### src/common/dcwl_pkg.sv
// shared constants and types for the control word loader
package dcwl_pkg;

  // ==========================================================
  // word layout
  localparam int WORD_W = 40;
  localparam int FREQ_W = 32;
  localparam int PHASE_W = 5;
  localparam int BYTE_W = 8;
  localparam int NUM_BYTES = 5;
  localparam int CTL_LSB = 32;
  localparam int MULT_BIT = 32;
  localparam int TEST_BIT = 33;
  localparam int PD_BIT = 34;
  localparam int PHASE_LSB = 35;
  localparam int SERIAL_DATA_BIT = 7;
  localparam logic [2:0] SERIAL_ENTRY_CODE = 3'h3;
  localparam logic [WORD_W-1:0] HOLD_RESET = 40'h00_0000_0000;

  // ==========================================================
  // byte pointer
  localparam logic [2:0] PTR_FIRST = 3'h0;
  localparam logic [2:0] PTR_FULL = 3'h5;

  // ==========================================================
  // timing in core clock cycles
  localparam int FREQ_LATENCY_CYC = 18;
  localparam int PHASE_LATENCY_CYC = 13;

  // ==========================================================
  // register map
  localparam int ADDR_W = 8;
  localparam logic [7:0] REG_CTRL = 8'h00;
  localparam logic [7:0] REG_STATUS = 8'h04;
  localparam logic [7:0] REG_HOLD_FREQ = 8'h08;
  localparam logic [7:0] REG_HOLD_CTRL = 8'h0C;
  localparam logic [7:0] REG_ACT_FREQ = 8'h10;
  localparam logic [7:0] REG_ACT_CTRL = 8'h14;
  localparam int CTRL_SOFT_RESET_BIT = 0;
  localparam int CTRL_SOFT_UPDATE_BIT = 1;
  localparam int ST_PTR_LSB = 0;
  localparam int ST_SERIAL_BIT = 3;
  localparam int ST_PD_BIT = 4;
  localparam int ST_MULT_BIT = 5;
  localparam int ST_TEST_BIT = 6;
  localparam logic [1:0] RESP_OKAY = 2'h0;
  localparam logic [1:0] RESP_SLVERR = 2'h2;

  // ==========================================================
  // load format
  typedef enum logic [0:0] {
    MODE_PARALLEL = 1'b0,
    MODE_SERIAL = 1'b1
  } dcwl_mode_t;

endpackage

### src/core/dcwl_delay_line.sv
// fixed latency delay line carrying a valid flag and a data word
`timescale 1ns/1ns
`default_nettype none
module dcwl_delay_line #(
  parameter int WIDTH = 8,
  parameter int DEPTH = 4
) (
  // clock and reset
  input wire logic clock,
  input wire logic rst_n,
  input wire logic clear,
  // entry side
  input wire logic in_valid,
  input wire logic [WIDTH-1:0] in_data,
  // exit side
  output logic out_valid,
  output logic [WIDTH-1:0] out_data
);

  // ==========================================================
  // stages
  logic [DEPTH:0] vld;
  logic [WIDTH-1:0] dat [DEPTH:0];

  assign vld[0] = in_valid;
  assign dat[0] = in_data;

  genvar g;
  generate
    for (g = 1; g <= DEPTH; g++) begin : g_stage
      // clear drops every pending word so a reset cannot be undone later
      always_ff @(posedge clock or negedge rst_n) begin
        if (!rst_n) begin
          vld[g] <= 1'b0;
          dat[g] <= '0;
        end else if (clear) begin
          vld[g] <= 1'b0;
          dat[g] <= '0;
        end else begin
          vld[g] <= vld[g-1];
          dat[g] <= dat[g-1];
        end
      end
    end
  endgenerate

  assign out_valid = vld[DEPTH];
  assign out_data = dat[DEPTH];

endmodule
`default_nettype wire

### src/core/dcwl_top.sv
// control word loader: byte and serial loading, update, master reset
// ==========================================================
// How it works
// parallel word is five bytes: control first, then frequency MSB to LSB
// control byte: phase on bits 7..3, power-down 2, test 1, multiplier 0
// host keeps test bit zero except to request serial mode
// after serial entry host keeps test bit zero in every word
// serial stream starts at frequency LSB, ends at control byte MSB
// serial bits 0..31 frequency, then multiplier, test, power-down, phase
// one control byte plus update strobe changes control only
// bytes load in sequence; host reloads from control byte up to target
// new frequency shows 18 cycles after update, phase after 13
// master reset zeroes the phase accumulator
// master reset zeroes the active phase offset
// master reset returns byte pointer to the control byte
// master reset clears power-down
// master reset leaves the holding register untouched
// master reset disables multiplier and selects parallel loading
// master reset may arrive asynchronously to the core clock
// serial mode entered from parallel by control low bits 011 and update
// entry byte may come over the bus or by fixed wiring
// host should load a valid serial word and update after entry
// valid serial word has test bit, position 33, at zero
// update rising edge transfers holding word and resets pointer
// each parallel load edge takes a byte; after five, edges ignored
// each serial load edge shifts in data line bit 7
// serial mode left only by master reset
//
// The AXI4-Lite interface to the registers and the register offsets were decided locally.
`timescale 1ns/1ns
`default_nettype none
module dcwl_top (
  // clock and reset
  input wire logic clock,
  input wire logic rst_n,
  // host load pins
  input wire logic word_load_clock,
  input wire logic update_strobe,
  input wire logic [7:0] load_data,
  input wire logic master_reset,
  // synthesis core
  output logic [31:0] tuning_word,
  output logic [4:0] phase_offset,
  output logic power_down,
  output logic ref_mult_enable,
  output logic serial_mode,
  output logic test_mode,
  output logic [31:0] phase_acc,
  // axi4-lite write address
  input wire logic [7:0] s_axi_awaddr,
  input wire logic s_axi_awvalid,
  output logic s_axi_awready,
  // axi4-lite write data
  input wire logic [31:0] s_axi_wdata,
  input wire logic [3:0] s_axi_wstrb,
  input wire logic s_axi_wvalid,
  output logic s_axi_wready,
  // axi4-lite write response
  output logic [1:0] s_axi_bresp,
  output logic s_axi_bvalid,
  input wire logic s_axi_bready,
  // axi4-lite read address
  input wire logic [7:0] s_axi_araddr,
  input wire logic s_axi_arvalid,
  output logic s_axi_arready,
  // axi4-lite read data
  output logic [31:0] s_axi_rdata,
  output logic [1:0] s_axi_rresp,
  output logic s_axi_rvalid,
  input wire logic s_axi_rready
);

  // ==========================================================
  // reset release
  logic [1:0] rst_sync_q;
  logic rst_sync_n;

  // release through two flops, assert at once
  always_ff @(posedge clock or negedge rst_n) begin
    if (!rst_n) begin
      rst_sync_q <= 2'h0;
    end else begin
      rst_sync_q <= {rst_sync_q[0], 1'b1};
    end
  end
  assign rst_sync_n = rst_sync_q[1];

  // ==========================================================
  // pin synchronisers
  logic [10:0] pin_s1_q;
  logic [10:0] pin_s2_q;
  logic wclk_s3_q;
  logic upd_s3_q;
  logic [7:0] data_s;
  logic wclk_rise;
  logic upd_pin_rise;
  logic mrst_pin;

  // async reset pin caught by two flops like every other pin
  always_ff @(posedge clock or negedge rst_sync_n) begin
    if (!rst_sync_n) begin
      pin_s1_q <= 11'h000;
      pin_s2_q <= 11'h000;
      wclk_s3_q <= 1'b0;
      upd_s3_q <= 1'b0;
    end else begin
      pin_s1_q <= {master_reset, update_strobe, word_load_clock, load_data};
      pin_s2_q <= pin_s1_q;
      wclk_s3_q <= pin_s2_q[8];
      upd_s3_q <= pin_s2_q[9];
    end
  end
  // data shares the sync depth of the load clock, so it is aligned at edges
  assign data_s = pin_s2_q[7:0];
  assign wclk_rise = pin_s2_q[8] & ~wclk_s3_q;
  assign upd_pin_rise = pin_s2_q[9] & ~upd_s3_q;
  assign mrst_pin = pin_s2_q[10];

  // ==========================================================
  // event qualification
  logic soft_reset_q;
  logic soft_update_q;
  logic mrst_fire;
  logic upd_fire;
  logic load_fire;

  // master reset beats update, update beats a load edge
  assign mrst_fire = mrst_pin | soft_reset_q;
  assign upd_fire = (upd_pin_rise | soft_update_q) & ~mrst_fire;
  assign load_fire = wclk_rise & ~mrst_fire & ~upd_fire;

  // ==========================================================
  // mode, pointer and holding register
  dcwl_pkg::dcwl_mode_t mode_q;
  logic [2:0] ptr_q;
  logic [39:0] hold_q;
  logic [39:0] hold_d;
  logic [4:0] byte_sel;
  logic serial_entry;

  assign serial_mode = (mode_q == dcwl_pkg::MODE_SERIAL);

  // entry only from parallel with low control bits 011
  assign serial_entry = upd_fire && !serial_mode &&
    (hold_q[dcwl_pkg::CTL_LSB +: 3] == dcwl_pkg::SERIAL_ENTRY_CODE);

  // reset selects parallel; R24 - nothing else leaves serial
  always_ff @(posedge clock or negedge rst_sync_n) begin
    if (!rst_sync_n) begin
      mode_q <= dcwl_pkg::MODE_PARALLEL;
    end else if (mrst_fire) begin
      mode_q <= dcwl_pkg::MODE_PARALLEL;
    end else if (serial_entry) begin
      mode_q <= dcwl_pkg::MODE_SERIAL;
    end
  end

  // reset and R21 - update rewind; R22 - advance until full
  always_ff @(posedge clock or negedge rst_sync_n) begin
    if (!rst_sync_n) begin
      ptr_q <= dcwl_pkg::PTR_FIRST;
    end else if (mrst_fire || upd_fire) begin
      ptr_q <= dcwl_pkg::PTR_FIRST;
    end else if (load_fire && !serial_mode &&
        ptr_q != dcwl_pkg::PTR_FULL) begin
      ptr_q <= ptr_q + 3'h1;
    end
  end

  // one select per byte slot; slot 0 is the control byte
  genvar g;
  generate
    for (g = 0; g < dcwl_pkg::NUM_BYTES; g++) begin : g_sel
      assign byte_sel[g] = (ptr_q == 3'(g));
    end
  endgenerate

  // next holding word; mode decides byte placement or shift
  always_comb begin
    hold_d = hold_q;
    if (load_fire) begin
      case (mode_q)
        dcwl_pkg::MODE_SERIAL: begin
          // shift in bit 7; R5 R6 - first bit lands at position 0
          hold_d = {data_s[dcwl_pkg::SERIAL_DATA_BIT], hold_q[39:1]};
        end
        default: begin
          // slot k fills bits 39-8k down; full pointer selects none
          for (int k = 0; k < dcwl_pkg::NUM_BYTES; k++) begin
            if (byte_sel[k]) begin
              hold_d[dcwl_pkg::WORD_W-1-dcwl_pkg::BYTE_W*k -: 8] = data_s;
            end
          end
        end
      endcase
    end
  end

  // master reset is absent here, the word survives it
  always_ff @(posedge clock or negedge rst_sync_n) begin
    if (!rst_sync_n) begin
      hold_q <= dcwl_pkg::HOLD_RESET;
    end else begin
      hold_q <= hold_d;
    end
  end

  // ==========================================================
  // transfer to the core
  logic freq_vld;
  logic [31:0] freq_dat;
  logic ph_vld;
  logic [4:0] ph_dat;

  // one stage short, the active register adds the last cycle
  dcwl_delay_line #(
    .WIDTH(dcwl_pkg::FREQ_W),
    .DEPTH(dcwl_pkg::FREQ_LATENCY_CYC - 1)
  ) u_freq_delay (
    .clock(clock),
    .rst_n(rst_sync_n),
    .clear(mrst_fire),
    .in_valid(upd_fire),
    .in_data(hold_q[31:0]),
    .out_valid(freq_vld),
    .out_data(freq_dat)
  );

  dcwl_delay_line #(
    .WIDTH(dcwl_pkg::PHASE_W),
    .DEPTH(dcwl_pkg::PHASE_LATENCY_CYC - 1)
  ) u_phase_delay (
    .clock(clock),
    .rst_n(rst_sync_n),
    .clear(mrst_fire),
    .in_valid(upd_fire),
    .in_data(hold_q[dcwl_pkg::PHASE_LSB +: 5]),
    .out_valid(ph_vld),
    .out_data(ph_dat)
  );

  // frequency cleared too, so the output stays at dc
  always_ff @(posedge clock or negedge rst_sync_n) begin
    if (!rst_sync_n) begin
      tuning_word <= 32'h0000_0000;
    end else if (mrst_fire) begin
      tuning_word <= 32'h0000_0000;
    end else if (freq_vld) begin
      tuning_word <= freq_dat;
    end
  end

  // phase offset zero after master reset
  always_ff @(posedge clock or negedge rst_sync_n) begin
    if (!rst_sync_n) begin
      phase_offset <= 5'h00;
    end else if (mrst_fire) begin
      phase_offset <= 5'h00;
    end else if (ph_vld) begin
      phase_offset <= ph_dat;
    end
  end

  // control flags cleared; R7 R21 - update applies control byte
  always_ff @(posedge clock or negedge rst_sync_n) begin
    if (!rst_sync_n) begin
      power_down <= 1'b0;
      ref_mult_enable <= 1'b0;
      test_mode <= 1'b0;
    end else if (mrst_fire) begin
      power_down <= 1'b0;
      ref_mult_enable <= 1'b0;
      test_mode <= 1'b0;
    end else if (upd_fire) begin
      power_down <= hold_q[dcwl_pkg::PD_BIT];
      ref_mult_enable <= hold_q[dcwl_pkg::MULT_BIT];
      // the entry word itself carries the test bit but is not a test request
      test_mode <= hold_q[dcwl_pkg::TEST_BIT] & ~serial_entry;
    end
  end

  // accumulator held at zero while reset stands; frozen in power-down
  always_ff @(posedge clock or negedge rst_sync_n) begin
    if (!rst_sync_n) begin
      phase_acc <= 32'h0000_0000;
    end else if (mrst_fire) begin
      phase_acc <= 32'h0000_0000;
    end else if (!power_down) begin
      phase_acc <= phase_acc + tuning_word;
    end
  end

  // ==========================================================
  // axi4-lite slave
  logic aw_held_q;
  logic w_held_q;
  logic [7:0] awaddr_q;
  logic [31:0] wdata_q;
  logic [3:0] wstrb_q;
  logic do_write;
  logic wr_ctrl;
  logic [31:0] rd_word;
  logic rd_hit;

  assign s_axi_awready = ~aw_held_q & ~s_axi_bvalid;
  assign s_axi_wready = ~w_held_q & ~s_axi_bvalid;
  assign s_axi_arready = ~s_axi_rvalid;
  assign do_write = aw_held_q & w_held_q & ~s_axi_bvalid;
  assign wr_ctrl = do_write && awaddr_q == dcwl_pkg::REG_CTRL && wstrb_q[0];

  // address and data are parked separately, taken in either order
  always_ff @(posedge clock or negedge rst_sync_n) begin
    if (!rst_sync_n) begin
      aw_held_q <= 1'b0;
      w_held_q <= 1'b0;
      awaddr_q <= 8'h00;
      wdata_q <= 32'h0000_0000;
      wstrb_q <= 4'h0;
    end else begin
      if (s_axi_awvalid && s_axi_awready) begin
        aw_held_q <= 1'b1;
        awaddr_q <= s_axi_awaddr;
      end else if (do_write) begin
        aw_held_q <= 1'b0;
      end
      if (s_axi_wvalid && s_axi_wready) begin
        w_held_q <= 1'b1;
        wdata_q <= s_axi_wdata;
        wstrb_q <= s_axi_wstrb;
      end else if (do_write) begin
        w_held_q <= 1'b0;
      end
    end
  end

  // write response; only the control register accepts writes
  always_ff @(posedge clock or negedge rst_sync_n) begin
    if (!rst_sync_n) begin
      s_axi_bvalid <= 1'b0;
      s_axi_bresp <= dcwl_pkg::RESP_OKAY;
    end else if (do_write) begin
      s_axi_bvalid <= 1'b1;
      s_axi_bresp <= (awaddr_q == dcwl_pkg::REG_CTRL) ?
        dcwl_pkg::RESP_OKAY : dcwl_pkg::RESP_SLVERR;
    end else if (s_axi_bready) begin
      s_axi_bvalid <= 1'b0;
    end
  end

  // control bits are self-clearing one-cycle commands
  always_ff @(posedge clock or negedge rst_sync_n) begin
    if (!rst_sync_n) begin
      soft_reset_q <= 1'b0;
      soft_update_q <= 1'b0;
    end else begin
      soft_reset_q <= wr_ctrl & wdata_q[dcwl_pkg::CTRL_SOFT_RESET_BIT];
      soft_update_q <= wr_ctrl & wdata_q[dcwl_pkg::CTRL_SOFT_UPDATE_BIT];
    end
  end

  // read decode
  always_comb begin
    rd_word = 32'h0000_0000;
    rd_hit = 1'b1;
    if (s_axi_araddr == dcwl_pkg::REG_CTRL) begin
      rd_word = 32'h0000_0000;
    end else if (s_axi_araddr == dcwl_pkg::REG_STATUS) begin
      rd_word[dcwl_pkg::ST_PTR_LSB +: 3] = ptr_q;
      rd_word[dcwl_pkg::ST_SERIAL_BIT] = serial_mode;
      rd_word[dcwl_pkg::ST_PD_BIT] = power_down;
      rd_word[dcwl_pkg::ST_MULT_BIT] = ref_mult_enable;
      rd_word[dcwl_pkg::ST_TEST_BIT] = test_mode;
    end else if (s_axi_araddr == dcwl_pkg::REG_HOLD_FREQ) begin
      rd_word = hold_q[31:0];
    end else if (s_axi_araddr == dcwl_pkg::REG_HOLD_CTRL) begin
      rd_word[7:0] = hold_q[39:32];
    end else if (s_axi_araddr == dcwl_pkg::REG_ACT_FREQ) begin
      rd_word = tuning_word;
    end else if (s_axi_araddr == dcwl_pkg::REG_ACT_CTRL) begin
      rd_word[7:0] = {phase_offset, power_down, test_mode, ref_mult_enable};
    end else begin
      rd_hit = 1'b0;
    end
  end

  // read answer one cycle after the address is taken
  always_ff @(posedge clock or negedge rst_sync_n) begin
    if (!rst_sync_n) begin
      s_axi_rvalid <= 1'b0;
      s_axi_rdata <= 32'h0000_0000;
      s_axi_rresp <= dcwl_pkg::RESP_OKAY;
    end else if (s_axi_arvalid && s_axi_arready) begin
      s_axi_rvalid <= 1'b1;
      s_axi_rdata <= rd_word;
      s_axi_rresp <= rd_hit ? dcwl_pkg::RESP_OKAY : dcwl_pkg::RESP_SLVERR;
    end else if (s_axi_rready) begin
      s_axi_rvalid <= 1'b0;
    end
  end

  logic [4:0] since_upd_q;
  logic [31:0] exp_freq_q;
  logic [4:0] exp_phase_q;

  // age of the newest update and the word it carried
  always_ff @(posedge clock or negedge rst_sync_n) begin
    if (!rst_sync_n) begin
      since_upd_q <= 5'h00;
      exp_freq_q <= 32'h0000_0000;
      exp_phase_q <= 5'h00;
    end else if (mrst_fire) begin
      since_upd_q <= 5'h00;
    end else if (upd_fire) begin
      since_upd_q <= 5'h01;
      exp_freq_q <= hold_q[31:0];
      exp_phase_q <= hold_q[dcwl_pkg::PHASE_LSB +: 5];
    end else if (since_upd_q != 5'h00 && since_upd_q != 5'h1F) begin
      since_upd_q <= since_upd_q + 5'h01;
    end
  end
endmodule
`default_nettype wire

### config.mk
export PLATFORM = sky130hd
export DESIGN_NAME = dcwl_top
export DESIGN_NICKNAME = d
export VERILOG_FILES = /design/src/common/dcwl_pkg.sv /design/src/core/dcwl_delay_line.sv /design/src/core/dcwl_top.sv
export SDC_FILE = /design/constraint.sdc
export NUM_CORES = 1
export LEC_CHECK = 0
export BUFFER_PORTS_ARGS = -buffer_cell sky130_fd_sc_hd__buf_2
export CAP_MARGIN = 0
export CORE_MARGIN = 1.5
export CORE_UTILIZATION = 60
export DETAILED_ROUTE_END_ITERATION = 7
export GPL_ROUTABILITY_DRIVEN = 0
export PLACE_DENSITY = 0.83
export REMOVE_ABC_BUFFERS = 1
export SYNTH_ARGS = -nofsm -noshare
export SYNTH_HDL_FRONTEND = slang
export SYNTH_SLANG_ARGS = --single-unit
### constraint.sdc
create_clock -name clock -period 45.2 [get_ports clock]
set_input_delay 2.26 -clock clock [delete_from_list [all_inputs] [get_ports clock]]
set_output_delay 2.26 -clock clock [all_outputs]
set_load 0.005 [all_outputs]
-- Word level (Yosys, flattened, before mapping)
Index checks and enable logic that the tools add are counted.
- output and inout port bits: 114
- bits in latches: 0
- memory bits (read-only): 0
- memories: 0
- word-level logic and storage cells: 238
- register bits: 816
- bits in writable memories: 0
- input bits: 70
- order comparisons: 0
- shift-type cells: 0
- add/subtract/negate cells: 2
- bitwise gates (word level): 23
- reductions and logical operators: 33
- $mul: 0
- div/mod/pow operators: 0
- eq/ne operators: 12
- muxes and demuxes: 92
- operators by type and width (operator ; number):
    two-way mux 32 bit ; 23
    two-way mux 5 bit ; 14
    two-way mux 8 bit ; 8
    two-way mux 24 bit ; 2
    two-way mux 40 bit ; 1
    two-way mux 1 bit ; 38
    adder 32 bit ; 1
    nonzero test 2 bit ; 14
    two-way mux 25 bit ; 1
    equality test 8 x 4 -> 1 bit, second input constant ; 2
    equality test 8 x 5 -> 1 bit, second input constant ; 2
    zero test 8 bit ; 2
    bitwise AND 1 bit ; 12
    AND reduction 2 bit ; 5
    equality test 3 x 2 -> 1 bit, second input constant ; 3
    logical AND 1 bit ; 9
    inverter 1 bit ; 9
    equality test 8 x 3 -> 1 bit, second input constant ; 1
    two-way mux 7 bit ; 1
    two-way mux 3 bit ; 2
    two-way mux 2 bit ; 2
    adder 3 x 1 -> 3 bit, second input constant ; 1
    equality test 3 x 1 -> 1 bit, second input constant ; 1
    equality test 3 bit, second input constant ; 1
    6 further kinds ; 7

-- Longest topological paths before layout
Gate-level depths: netlist (run 1).
- word-level depth: 10
- depth in mapped cells: 12
- mapped depth without buffers: 12

-- Cells and area by module
A second synthesis (run 1) with hierarchy kept.
- cells, all modules: 2377
- area, all modules: 30196.5 um^2
- modules (own cells, without submodules) (module ; area an instance (um^2) ; sequential area each (um^2) ; instances ; cells each):
    dcwl_delay_line at u_freq_delay ; 18143.7 ; 14038.5 ; 1 ; 1216
    dcwl_top ; 9673.0 ; 4829.6 ; 1 ; 1004
    dcwl_delay_line at u_phase_delay ; 2379.8 ; 1801.7 ; 1 ; 157

-- Least setup slack after synthesis (run 1)
OpenSTA, ideal clock, no wires.
- path type: input-to-reg
- start point: input port s_axi_araddr[6]
- end point: register s_axi_rdata[3]
- stages: 6
- library setup time: 0.083 ns
- arrival: 3.893 ns
- buffers on the path: 0
- data required time: 45.117 ns
- path slack: 41.225 ns
- path through: or4_1 > or3_4 > or2_2 > nor2_1 > a22oi_1 > o21ai_0
- word-level cells in the longest chain between the ends: 7
- elaborated cells between the ends (all ways): 12
- classes of those cells: eq/ne (5); mux (6); reduce/logical (1)
- RTL lines (element ; line ; source):
    start: declaration ; dcwl_top.sv:63 ; input wire logic [7:0] s_axi_araddr,
    equality test 8 x 5 -> 1 bit ; dcwl_top.sv:379 ; end else if (s_axi_araddr == dcwl_pkg::REG_ACT_CTRL) begin
    two-way mux 8 bit ; dcwl_top.sv:379 ;
    two-way mux 8 bit ; dcwl_top.sv:377 ; end else if (s_axi_araddr == dcwl_pkg::REG_ACT_FREQ) begin
    two-way mux 8 bit ; dcwl_top.sv:375 ; end else if (s_axi_araddr == dcwl_pkg::REG_HOLD_CTRL) begin
    two-way mux 32 bit ; dcwl_top.sv:373 ; end else if (s_axi_araddr == dcwl_pkg::REG_HOLD_FREQ) begin
    two-way mux 7 bit ; dcwl_top.sv:367 ; end else if (s_axi_araddr == dcwl_pkg::REG_STATUS) begin
    two-way mux 32 bit (*) ; dcwl_top.sv:365 ; if (s_axi_araddr == dcwl_pkg::REG_CTRL) begin
    end signal: assignment ; dcwl_top.sv:394 ; s_axi_rdata <= rd_word;
    end: declaration ; dcwl_top.sv:67 ; output logic [31:0] s_axi_rdata,
Mark *: on every way between the ends. The rest lies on a longest branch, timed or not.
A chain may end at the register's enable or synchronous reset.

==> results.tsv, run 1 <==
stage	metric	value	unit
logic_synthesis	Synth async-reset ratio	100	%
cells_and_area	Final nets	2506	
logic_synthesis	share of the synthesized area in the top cell type	69.9	%
clock_tree	cts hold-fix bufs	0	
die	Die Height	223	um
grt	GR Util All Layers	25.2	%
sta	setup TNS	0	ns
power_and_ir_drop	total leakage power	17.0	nW
sta	Tcrit/Tclk final	9.81	%
clock_tree	Worst-Skew Late Latency	0.62	ns
job	max_cap viols	0	
die	total I/O pin count	184	
placed_design	Port Buffers	148	
logic_synthesis	Mapped Area	29100	um2
die	die area	49900	um2
logic_synthesis	Seq/Total Area, Yosys	69.9	%
sta	Max Clk Rate	225	MHz
logic_synthesis	area leader, netlist	dfrtp_1	
drt	DRC viols	0	
worst_setup_path	CP Launch Type	flop	
worst_setup_path	Worst Reg2Reg Path Length in Cells	4	
clock_tree	clk slew on worst S/H paths	0.06	ns
clock_tree	cts bufs inserted	79	
drt	Routed WL per cell	19.7	um
sta	setup violators final	0	
grt	antenna violations before repair	2	
drt	DR iter-0 viols	1703	
power_and_ir_drop	Design Power	1.53	mW
worst_setup_path	Max FO, Critical Path	203	
worst_setup_path	critical setup path kind	reg -> async	
grt	vias in the first global route	17729	
die	row count	80	
sta	RSZ-0062 raised after global routing	false	
status	status	finished, final reports clean	
sta	min cycle time layout	4.43	ns
sta	Hold Vio Cnt, Final	0	
drt	vias per inst	5.54	
placed_design	dpl hpwl	34500	um
drt	antenna viol nets, final	0	
clock_tree	H-tree levels	3	
sta	Fin Clk Skew	0.0304	ns
clock_tree	Max Root-Sink Buffers	3	
worst_setup_path	Worst EP required	45.78	ns
logic_synthesis	Post-synth EDFFs	0	
clock_tree	root cell of the clock tree	clkbuf_16	
grt	largest net degree at the start of global routing	204	
die	Die Wd	223	um
power_and_ir_drop	Max IR drop VDD	0.0283	mV
clock_tree	clock sink count	814	
sta	max-slew violation count	0	
cells_and_area	final instance area	33100	um2
placed_design	area post-placement	30400	um2
logic_synthesis	Main synth FF type	dfrtp_1	
logic_synthesis	Post-Syn Area per Cell	12.8	um2
clock_tree	TritonCTS clock tree	yes	
die	Starting Density	60.9	%
hold_path	hold path cells	0	
logic_synthesis	Seq cells post-synth	814	
grt	GRT Residual Overflow	0	
sta	Fin Hold WS	0.347	ns
clock_tree	post-CTS repair timing setup buffer count	0	
worst_setup_path	Critical Path AT	5.02	ns
logic_synthesis	Yosys warning count	0	
worst_setup_path	Crit. End Element	asynchronous set/reset pin	
drt	final WL	60700	um
sta	Max transition margin	18.4	%
power_and_ir_drop	pwr dens	46.4	nW/um2
hold_path	Hold Crit Class	reg -> reg	
clock_tree	CTS resizes	0	
grt	global-route wire length before repair	96400	um
drt	Vias	17067	
logic_synthesis	cells after synthesis	2270	
cells_and_area	share of layout cells above drive strength 1	12.9	%
cells_and_area	area delta synth->final	13.6	%
logic_synthesis	largest cells by area after synthesis	dfrtp_1 70%, and2_1 13%, a21oi_1 2.4%	
sta	Worst Tran Pin Value	1.22	ns
drt	First-pass DRT Iterations	6	
logic_synthesis	Synth cell types	61	
die	core area	47800	um2
worst paths after layout:
path                                          from                              end  slack [ns]
max                        rst_sync_q[1]$_DFF_PN0_  u_freq_delay.dat[444]$_DFF_PN0_       40.77
min                          pin_s1_q[6]$_DFF_PN0_            pin_s2_q[6]$_DFF_PN0_        0.35
max reg2reg                rst_sync_q[1]$_DFF_PN0_  u_freq_delay.dat[444]$_DFF_PN0_       40.77
min reg2reg                  pin_s1_q[6]$_DFF_PN0_            pin_s2_q[6]$_DFF_PN0_        0.35
max in group clock         serial_mode$_DFFE_PN0P_                      serial_mode       40.99
min in group asynchronous  rst_sync_q[1]$_DFF_PN0_  u_freq_delay.dat[173]$_DFF_PN0_        0.42
Yosys cell counts, drive strengths merged, types with 3 or more instances:
cell type / number
a21oi: 139
clkbuf: 105
xnor2: 10
o21ai: 57
nor3: 6
ha: 36
a31oi: 4
a22oi: 26
nor2: 159
dfrtp: 814
or3: 7
nor2b: 11
o22ai: 7
nand2b: 4
mux2i: 59
nand2: 60
o21a: 5
a21o: 12
o211ai: 6
or4: 3
buf: 14
o32a: 3
and2: 624
o31ai: 4
inv: 20
a211oi: 4
nand3: 12
xor2: 16
mux2: 12
layout make-up:
| type | instances | area, um2 |
|---|---|---|
| repair buffers | 166 | 901 |
| clock buffers | 123 | 2390 |
| fillers | 3028 | 14800 |
| multi-input cells | 1318 | 8230 |
| clock inverters | 21 | 327 |
| flip-flops and latches | 814 | 20400 |
| diodes | 2 | 5.00 |
| inverters | 20 | 75.1 |
| well taps | 615 | 769 |
power breakdown:
group / internal, mW / switching [mW]
registers: 0.757 / 0.0277
clock network: 0.409 / 0.269
logic: 0.0242 / 0.0478
total: 1.19 / 0.345
flip-flops by register name, indices dropped and copies added (netlist names), 9 cells and up:
register / count
pin_s1_q: 11
u_freq_delay.dat: 512
hold_q: 40
u_freq_delay.vld: 9
s_axi_rdata: 32
u_freq_delay.out_data: 32
u_phase_delay.dat: 55
phase_acc: 32
pin_s2_q: 11
tuning_word: 32
metal layers:
layer,GRT usage (%),share of wire (%)
met1,33.6,41
met2,41.5,50
met3,4.57,6.4
met4,10.4,3.4
met5,0,0
per-stage QoR:
step	worst slack (ns)	instances	utilization, %
after floorplan	20.83	2152	-
after global placement	40.50	2933	63.4
after detailed placement	40.43	2933	63.4
after CTS	40.45	3077	69.1
after global routing	39.88	3078	69.1
final	40.77	3079	69.1
worst max-delay path, stage by stage, from the launching register on:
cell and delay [ns]:
dfrtp_4 0.95, buf_4 0.76, buf_12 0.75, buf_4 0.91, buf_12 0.64
cell usage in the layout (no fill, tap or decap), types with 18 or more instances in the layout:
master / n
a21oi_1: 139
a22oi_1: 26
and2_1: 624
buf_2: 148
clkbuf_1: 23
clkbuf_16: 82
clkbuf_8: 18
dfrtp_1: 810
ha_1: 36
inv_1: 20
mux2i_1: 59
nand2_1: 59
nor2_1: 157
o21ai_0: 48
kinds of logic after synthesis:
group                      after synthesis  share of synthesized area [%]
DFF                                    814                           69.9
other                                    2                         0.0258
xor gates and xnor gates                26                          0.782
buffers and inverters                  139                           1.86
muxes                                   71                           2.49
AOI/OAI and AO/OA                      285                           5.87
adders and majority gates               37                           1.62
and+or+nand+nor                        896                           17.4
No activity file was read; power rests on OpenSTA's default activity.
==> inputs of run 2 (changes only) <==
==> constraint.sdc (replaced) <==
create_clock -name clock -period 4.2 [get_ports clock]
set_input_delay 0.21 -clock clock [delete_from_list [all_inputs] [get_ports clock]]
set_output_delay 0.21 -clock clock [all_outputs]
set_load 0.005 [all_outputs]
==> run 2 against run 1 <==
  * Clock skew down 0.0027 ns
  * Sequential power rose to 11 times the previous value
  * Count of clock-buffer cells in the layout fell by 8
  * Largest cell class unchanged
  * Power rose to 11 times the previous value
  * Largest power group unchanged
==> results.tsv, run 2 (synthesized netlist as in run 1, its figures left out) <==
stage	metric	value	unit	change
worst_setup_path	critical setup path kind	reg -> reg		
power_and_ir_drop	Max IR drop VDD	0.303	mV	+970%
drt	Vias	17190		+0.72%
clock_tree	TritonCTS clock tree	yes		
grt	global-route wire length before repair	95800	um	-0.71%
job	max_cap viols	0		unchanged
clock_tree	Worst-Skew Late Latency	0.61	ns	about the same
clock_tree	cts bufs inserted	78		-1.3%
clock_tree	CTS resizes	0		unchanged
worst_setup_path	Worst EP required	4.68	ns	-41.10 ns
sta	Max Clk Rate	320	MHz	+42%
die	Starting Density	60.9	%	unchanged
clock_tree	post-CTS repair timing setup buffer count	0		unchanged
grt	largest net degree at the start of global routing	366		+79%
drt	highest routed layer	met4		
placed_design	dpl cells	2940		+0.24%
cells_and_area	Largest regs	u_freq_delay.dat: 512 flops, u_phase_delay.dat: 55 flops, hold_q: 40 flops		
sta	Max transition margin	24.2	%	+5.8 points
sta	Hold Vio Cnt, Final	0		unchanged
sta	Tcrit/Tclk final	74.4	%	+65 points
worst_setup_path	Critical Path AT	3.61	ns	-1.41 ns
placed_design	dpl hpwl	34700	um	+0.54%
die	total I/O pin count	184		unchanged
drt	First-pass DRT Iterations	5		-1
sta	max-slew violation count	0		unchanged
worst_setup_path	Crit. End Element	flop		
drt	met2 WL	30400	um	+1.1%
cells_and_area	max FFs per register	512		unchanged
cells_and_area	most frequent cells in the layout	810 x dfrtp_1, 624 x and2_1, 157 x nor2_1, 148 x buf_2, 139 x a21oi_1		
cells_and_area	share of layout cells above drive strength 1	13.1	%	+0.22 points
clock_tree	H-tree levels	3		unchanged
cells_and_area	final core utilization	69.8	%	+0.67 points
sta	setup TNS	0	ns	unchanged
clock_tree	Max Root-Sink Buffers	3		unchanged
grt	GRT Residual Overflow	0		unchanged
grt	vias in the first global route	17728		-0.0056%
sta	post-route worst setup slack	1.07	ns	-39.69 ns
cells_and_area	Final nets	2540		+1.4%
drt	DR iter-0 viols	1636		-3.9%
clock_tree	clock sink count	814		unchanged
grt	antenna violations before repair	1		-1
worst_setup_path	Max FO, Critical Path	4		-98%
sta	min cycle time layout	3.13	ns	-1.31 ns
power_and_ir_drop	total leakage power	17.1	nW	+0.80%
die	row count	80		unchanged
die	core area	47800	um2	unchanged
clock_tree	root cell of the clock tree	clkbuf_16		
drt	WL met3	4270	um	+10%
hold_path	Hold Crit Class	in -> reg		
sta	Worst Tran Pin Value	1.14	ns	-0.0827 ns
cells_and_area	most common cell after layout, fill and taps aside	dfrtp_1		
drt	final WL	60300	um	-0.58%
sta	Fin Clk Skew	0.0278	ns	-0.00267 ns
clock_tree	clk slew on worst S/H paths	0.06	ns	about the same
status	status	finished, final reports clean		
grt	GR Util All Layers	25.0	%	-0.24 points
placed_design	Place WS	1.17	ns	-39.26 ns
drt	Routed WL per cell	19.4	um	-1.6%
sta	RSZ-0062 raised after global routing	false		
drt	antenna viol nets, final	0		unchanged
placed_design	Port Buffers	148		unchanged
cells_and_area	area delta synth->final	14.7	%	
die	die area	49900	um2	unchanged
sta	setup violators final	0		unchanged
die	Die Height	223	um	unchanged
drt	DRC viols	0		unchanged
drt	M1 WL	23900	um	-3.1%
drt	vias per inst	5.52		-0.35%
cells_and_area	Final Non-Filler Cells	3112		+1.1%
cells_and_area	largest reg by FF count	u_freq_delay.dat		
power_and_ir_drop	pwr dens	490	nW/um2	+960%
worst_setup_path	CP Launch Type	flop		
die	Die Wd	223	um	unchanged
==> run 2: changes by cell type in the layout (fill, tap and decap cells not counted), sizes merged, moves of 2 or more <==
cell,change
dlygate4sd3,+28
clkbuf,-8
buf,+7
clkinv,+7
clkinvlp,+3
bufinv,-2
==> run 2: worst paths after layout <==
| path | startpoint | slack [ns] | cells after the start | to |
|---|---|---|---|---|
| min reg2reg | pin_s1_q[0]$_DFF_PN0_ | 0.34 | 0 | pin_s2_q[0]$_DFF_PN0_ |
| min in group asynchronous | rst_n | 0.47 | 3 | rst_sync_q[1]$_DFF_PN0_ |
| max | tuning_word[0]$_DFFE_PN0P_ | 1.07 | 12 | phase_acc[30]$_DFFE_PN0P_ |
| max reg2reg | tuning_word[0]$_DFFE_PN0P_ | 1.07 | 12 | phase_acc[30]$_DFFE_PN0P_ |
| min | s_axi_araddr[7] | 0.06 | 4 | s_axi_rdata[7]$_DFFE_PN0P_ |
| max in group asynchronous | rst_sync_q[1]$_DFF_PN0_ | 2.58 | 1 | u_freq_delay.out_valid$_DFF_PN0_ |
==> run 2: worst max-delay path, stage by stage (launching register included) <==
cell	delay (ns)
dfrtp_1	0.49
ha_1	0.25
inv_1	0.07
fa_1	0.42
nor2b_4	0.16
o31a_4	0.17
o31ai_4	0.07
o211ai_1	0.31
a31oi_1	0.22
nor2_1	0.19
and4_1	0.23
mux2i_1	0.08
a311o_2	0.35
==> run 2: area by class of cell <==
cell class / count / area, um2
antenna: 1 / 2.50
timing repair buffer: 201 / 1300
multi-input combinational: 1318 / 8230
clock inverter: 28 / 334
inverter: 20 / 75.1
sequential: 814 / 20400
fill: 3036 / 14500
clock buffer: 115 / 2300
tap: 615 / 769
==> run 2: power breakdown <==
group / switching [mW] / internal (mW)
logic: 0.521 / 0.288
registers: 0.299 / 8.14
clock network: 2.91 / 4.19
total: 3.73 / 12.6
==> run 2: timing repair <==
item	in CTS	in global routing
hold buffers	28	0
hold endpoints to repair	28	0
setup endpoints to repair	0	0
==> run 2: stage by stage <==
step / cell area [um2] / hold WS (ns) / power, mW
CTS: 33400 / 0.00254 / 16.4
global placement: 30500 / -0.00259 / 9.27
finish: 33400 / 0.0577 / 16.4
detailed placement: 30500 / 0.00173 / 9.33
global route: 33400 / 0.100 / 16.9
floorplan: 28700 / -0.0856 / 8.95
==> run 2: per-layer routing <==
| metal | track usage [%] | vias up |
|---|---|---|
| li1 | - | 7649 |
| met1 | 32.8 | 8758 |
| met2 | 41.8 | 632 |
| met3 | 4.87 | 151 |
| met4 | 9.29 | 0 |
| met5 | 0 | - |
==> inputs of run 3 (changes only) <==
==> constraint.sdc (replaced) <==
create_clock -name clock -period 3.21 [get_ports clock]
set_input_delay 0.1605 -clock clock [delete_from_list [all_inputs] [get_ports clock]]
set_output_delay 0.1605 -clock clock [all_outputs]
set_load 0.005 [all_outputs]
==> run 3 against run 2 <==
  * Core utilization rose by 0.42 points
  * Register-to-register slack got worse by 0.92 ns
  * Sequential power rose by 30%
  * Wire length fell by 1.1%
==> results.tsv, run 3 (synthesized netlist as in run 1, its figures left out) <==
stage	metric	value	unit	change
status	status	finished, final reports clean		
power_and_ir_drop	pwr dens	645	nW/um2	+32%
power_and_ir_drop	Max IR drop VDD	0.345	mV	+14%
die	core area	47800	um2	unchanged
clock_tree	Worst-Skew Late Latency	0.61	ns	about the same
drt	Vias	17139		-0.30%
power_and_ir_drop	total leakage power	17.2	nW	+0.70%
die	row count	80		unchanged
die	total I/O pin count	184		unchanged
worst_setup_path	Slowest-stage cell, CP	dfrtp_1		
hold_path	Hold Crit Class	in -> reg		
sta	max-slew violation count	0		unchanged
sta	Tcrit/Tclk final	95.3	%	+21 points
grt	antenna violations before repair	3		+2
sta	Hold Vio Cnt, Final	0		unchanged
sta	Fin Clk Skew	0.0257	ns	-0.00207 ns
drt	First-pass DRT Iterations	7		+2
clock_tree	root cell of the clock tree	clkbuf_16		
sta	RSZ-0062 raised after global routing	false		
die	Die Height	223	um	unchanged
cells_and_area	Largest regs	u_freq_delay.dat: 512 flops, u_phase_delay.dat: 55 flops, hold_q: 40 flops		
grt	met3 Usage GRT	4.79	%	-0.079 points
drt	final WL	59700	um	-1.1%
clock_tree	clk slew on worst S/H paths	0.06	ns	about the same
clock_tree	TritonCTS clock tree	yes		
grt	GR Util All Layers	24.9	%	-0.090 points
sta	min cycle time layout	3.06	ns	-0.0657 ns
cells_and_area	Final nets	2551		+0.43%
cells_and_area	share of layout cells above drive strength 1	13.7	%	+0.52 points
cells_and_area	most common cell after layout, fill and taps aside	dfrtp_1		
drt	vias per inst	5.49		-0.55%
placed_design	Place WS	0.268	ns	-0.897 ns
cells_and_area	largest reg by FF count	u_freq_delay.dat		
sta	Fin Hold WS	0.0747	ns	+0.0170 ns
sta	Max Clk Rate	327	MHz	+2.1%
worst_setup_path	Top delay family on crit path	compound AO/OA/AOI/OAI gates		
worst_setup_path	Worst EP required	3.71	ns	-0.97 ns
grt	global routing's busiest layer	met2		
worst_setup_path	Crit. End Element	flop		
drt	antenna viol nets, final	0		unchanged
worst_setup_path	worst-path cell chain	ha_1, a21o_1, a21o_1, a2111oi_4, o41ai_1, a31oi_1, nor2_1, and4_1, mux2i_1, a311o_2		
worst_setup_path	CP Launch Type	flop		
grt	GRT met2 Usage	40.5	%	-1.2 points
cells_and_area	area delta synth->final	15.4	%	
worst_setup_path	Max FO, Critical Path	8		+4
drt	DRC viols	0		unchanged
job	max_cap viols	0		unchanged
cells_and_area	max FFs per register	512		unchanged
clock_tree	H-tree levels	3		unchanged
worst_setup_path	most used cell, CP	a21o_1		
worst_setup_path	Critical Path AT	3.56	ns	-0.05 ns
sta	setup TNS	0	ns	unchanged
clock_tree	cts bufs inserted	78		unchanged
die	Die Wd	223	um	unchanged
placed_design	Port Buffers	148		unchanged
placed_design	dpl hpwl	35100	um	+1.3%
grt	global routing usage on met1	33.5	%	+0.67 points
drt	DR iter-0 viols	1627		-0.55%
grt	largest net degree at the start of global routing	378		+3.3%
die	Starting Density	60.9	%	unchanged
worst_setup_path	critical setup path kind	reg -> reg		
sta	post-route worst setup slack	0.150	ns	-0.924 ns
die	die area	49900	um2	unchanged
drt	Routed WL per cell	19.1	um	-1.3%
grt	vias in the first global route	17673		-0.31%
cells_and_area	Final Non-Filler Cells	3120		+0.26%
grt	global-route wire length before repair	95300	um	-0.48%
clock_tree	clock sink count	814		unchanged
sta	Worst Tran Pin Value	1.31	ns	+0.171 ns
grt	GRT Residual Overflow	0		unchanged
placed_design	dpl cells	2949		+0.31%
worst_setup_path	CP peak stage delay	0.41	ns	-0.08 ns
cells_and_area	most frequent cells in the layout	810 x dfrtp_1, 624 x and2_1, 157 x nor2_1, 148 x buf_2, 139 x a21oi_1		
sta	Max transition margin	12.8	%	-11 points
clock_tree	Max Root-Sink Buffers	3		unchanged
sta	setup violators final	0		unchanged
worst_setup_path	CP bufs+invs	0		-1
## run 3: worst reg2reg max path, delay by kind of cell (launching register included)
| family | cells | cell delay (ns) |
|---|---|---|
| adders and majority gates | 1 | 0.41 |
| and+or+nand+nor | 2 | 0.36 |
| muxes | 1 | 0.11 |
| DFF | 1 | 0.41 |
| AOI/OAI and AO/OA | 6 | 1.65 |
## run 3: final timing paths
| kind | startpoint | end | slack (ns) | cells after the start |
|---|---|---|---|---|
| setup / recovery | tuning_word[15]$_DFFE_PN0P_ | phase_acc[30]$_DFFE_PN0P_ | 0.15 | 10 |
| hold / removal | s_axi_araddr[3] | s_axi_rresp[1]$_DFFE_PN0P_ | 0.07 | 4 |
| setup reg to reg | tuning_word[15]$_DFFE_PN0P_ | phase_acc[30]$_DFFE_PN0P_ | 0.15 | 10 |
| hold reg to reg | pin_s1_q[0]$_DFF_PN0_ | pin_s2_q[0]$_DFF_PN0_ | 0.35 | 0 |
| max in group asynchronous | rst_sync_q[1]$_DFF_PN0_ | u_phase_delay.dat[19]$_DFF_PN0_ | 1.62 | 1 |
| min in group asynchronous | rst_sync_q[1]$_DFF_PN0_ | u_freq_delay.dat[117]$_DFF_PN0_ | 0.40 | 0 |
## run 3: power by group
| part | total [mW] | internal [mW] | leakage (nW) | switching, mW |
|---|---|---|---|---|
| clock network | 9.55 | 5.77 | 1.34 | 3.78 |
| registers | 11.0 | 10.7 | 11.2 | 0.389 |
| logic | 1.07 | 0.385 | 4.67 | 0.686 |
## run 3: cell type report
type                       count  area, um2
tap                          615        769
fill                        3027      14300
multi-input combinational   1318       8240
antenna                        1       2.50
inverter                      20       75.1
clock buffer                 111       2320
timing repair buffer         212       1410
sequential                   814      20400
clock inverter                29        398
## run 3: through the flow
step	total power [mW]	instance area (um2)	utilization (%)
final	21.7	33600	70.2
after CTS	21.8	33600	70.2
after global placement	12.2	30600	63.9
after global routing	22.4	33600	70.2
after floorplan	11.7	28700	-
after detailed placement	12.2	30600	63.9
## run 3: timing repair
item                       in CTS  in global routing
hold endpoints to repair       29                  0
gates resized for setup         0                  1
hold buffers                   29                  0
setup buffers                   0                  1
setup endpoints to repair       0                  1
## run 3: per-layer routing
layer	wire, um	up-vias
met5	0	-
met4	1840	0
met3	4400	131
met2	29300	599
met1	24100	8721
li1	-	7688
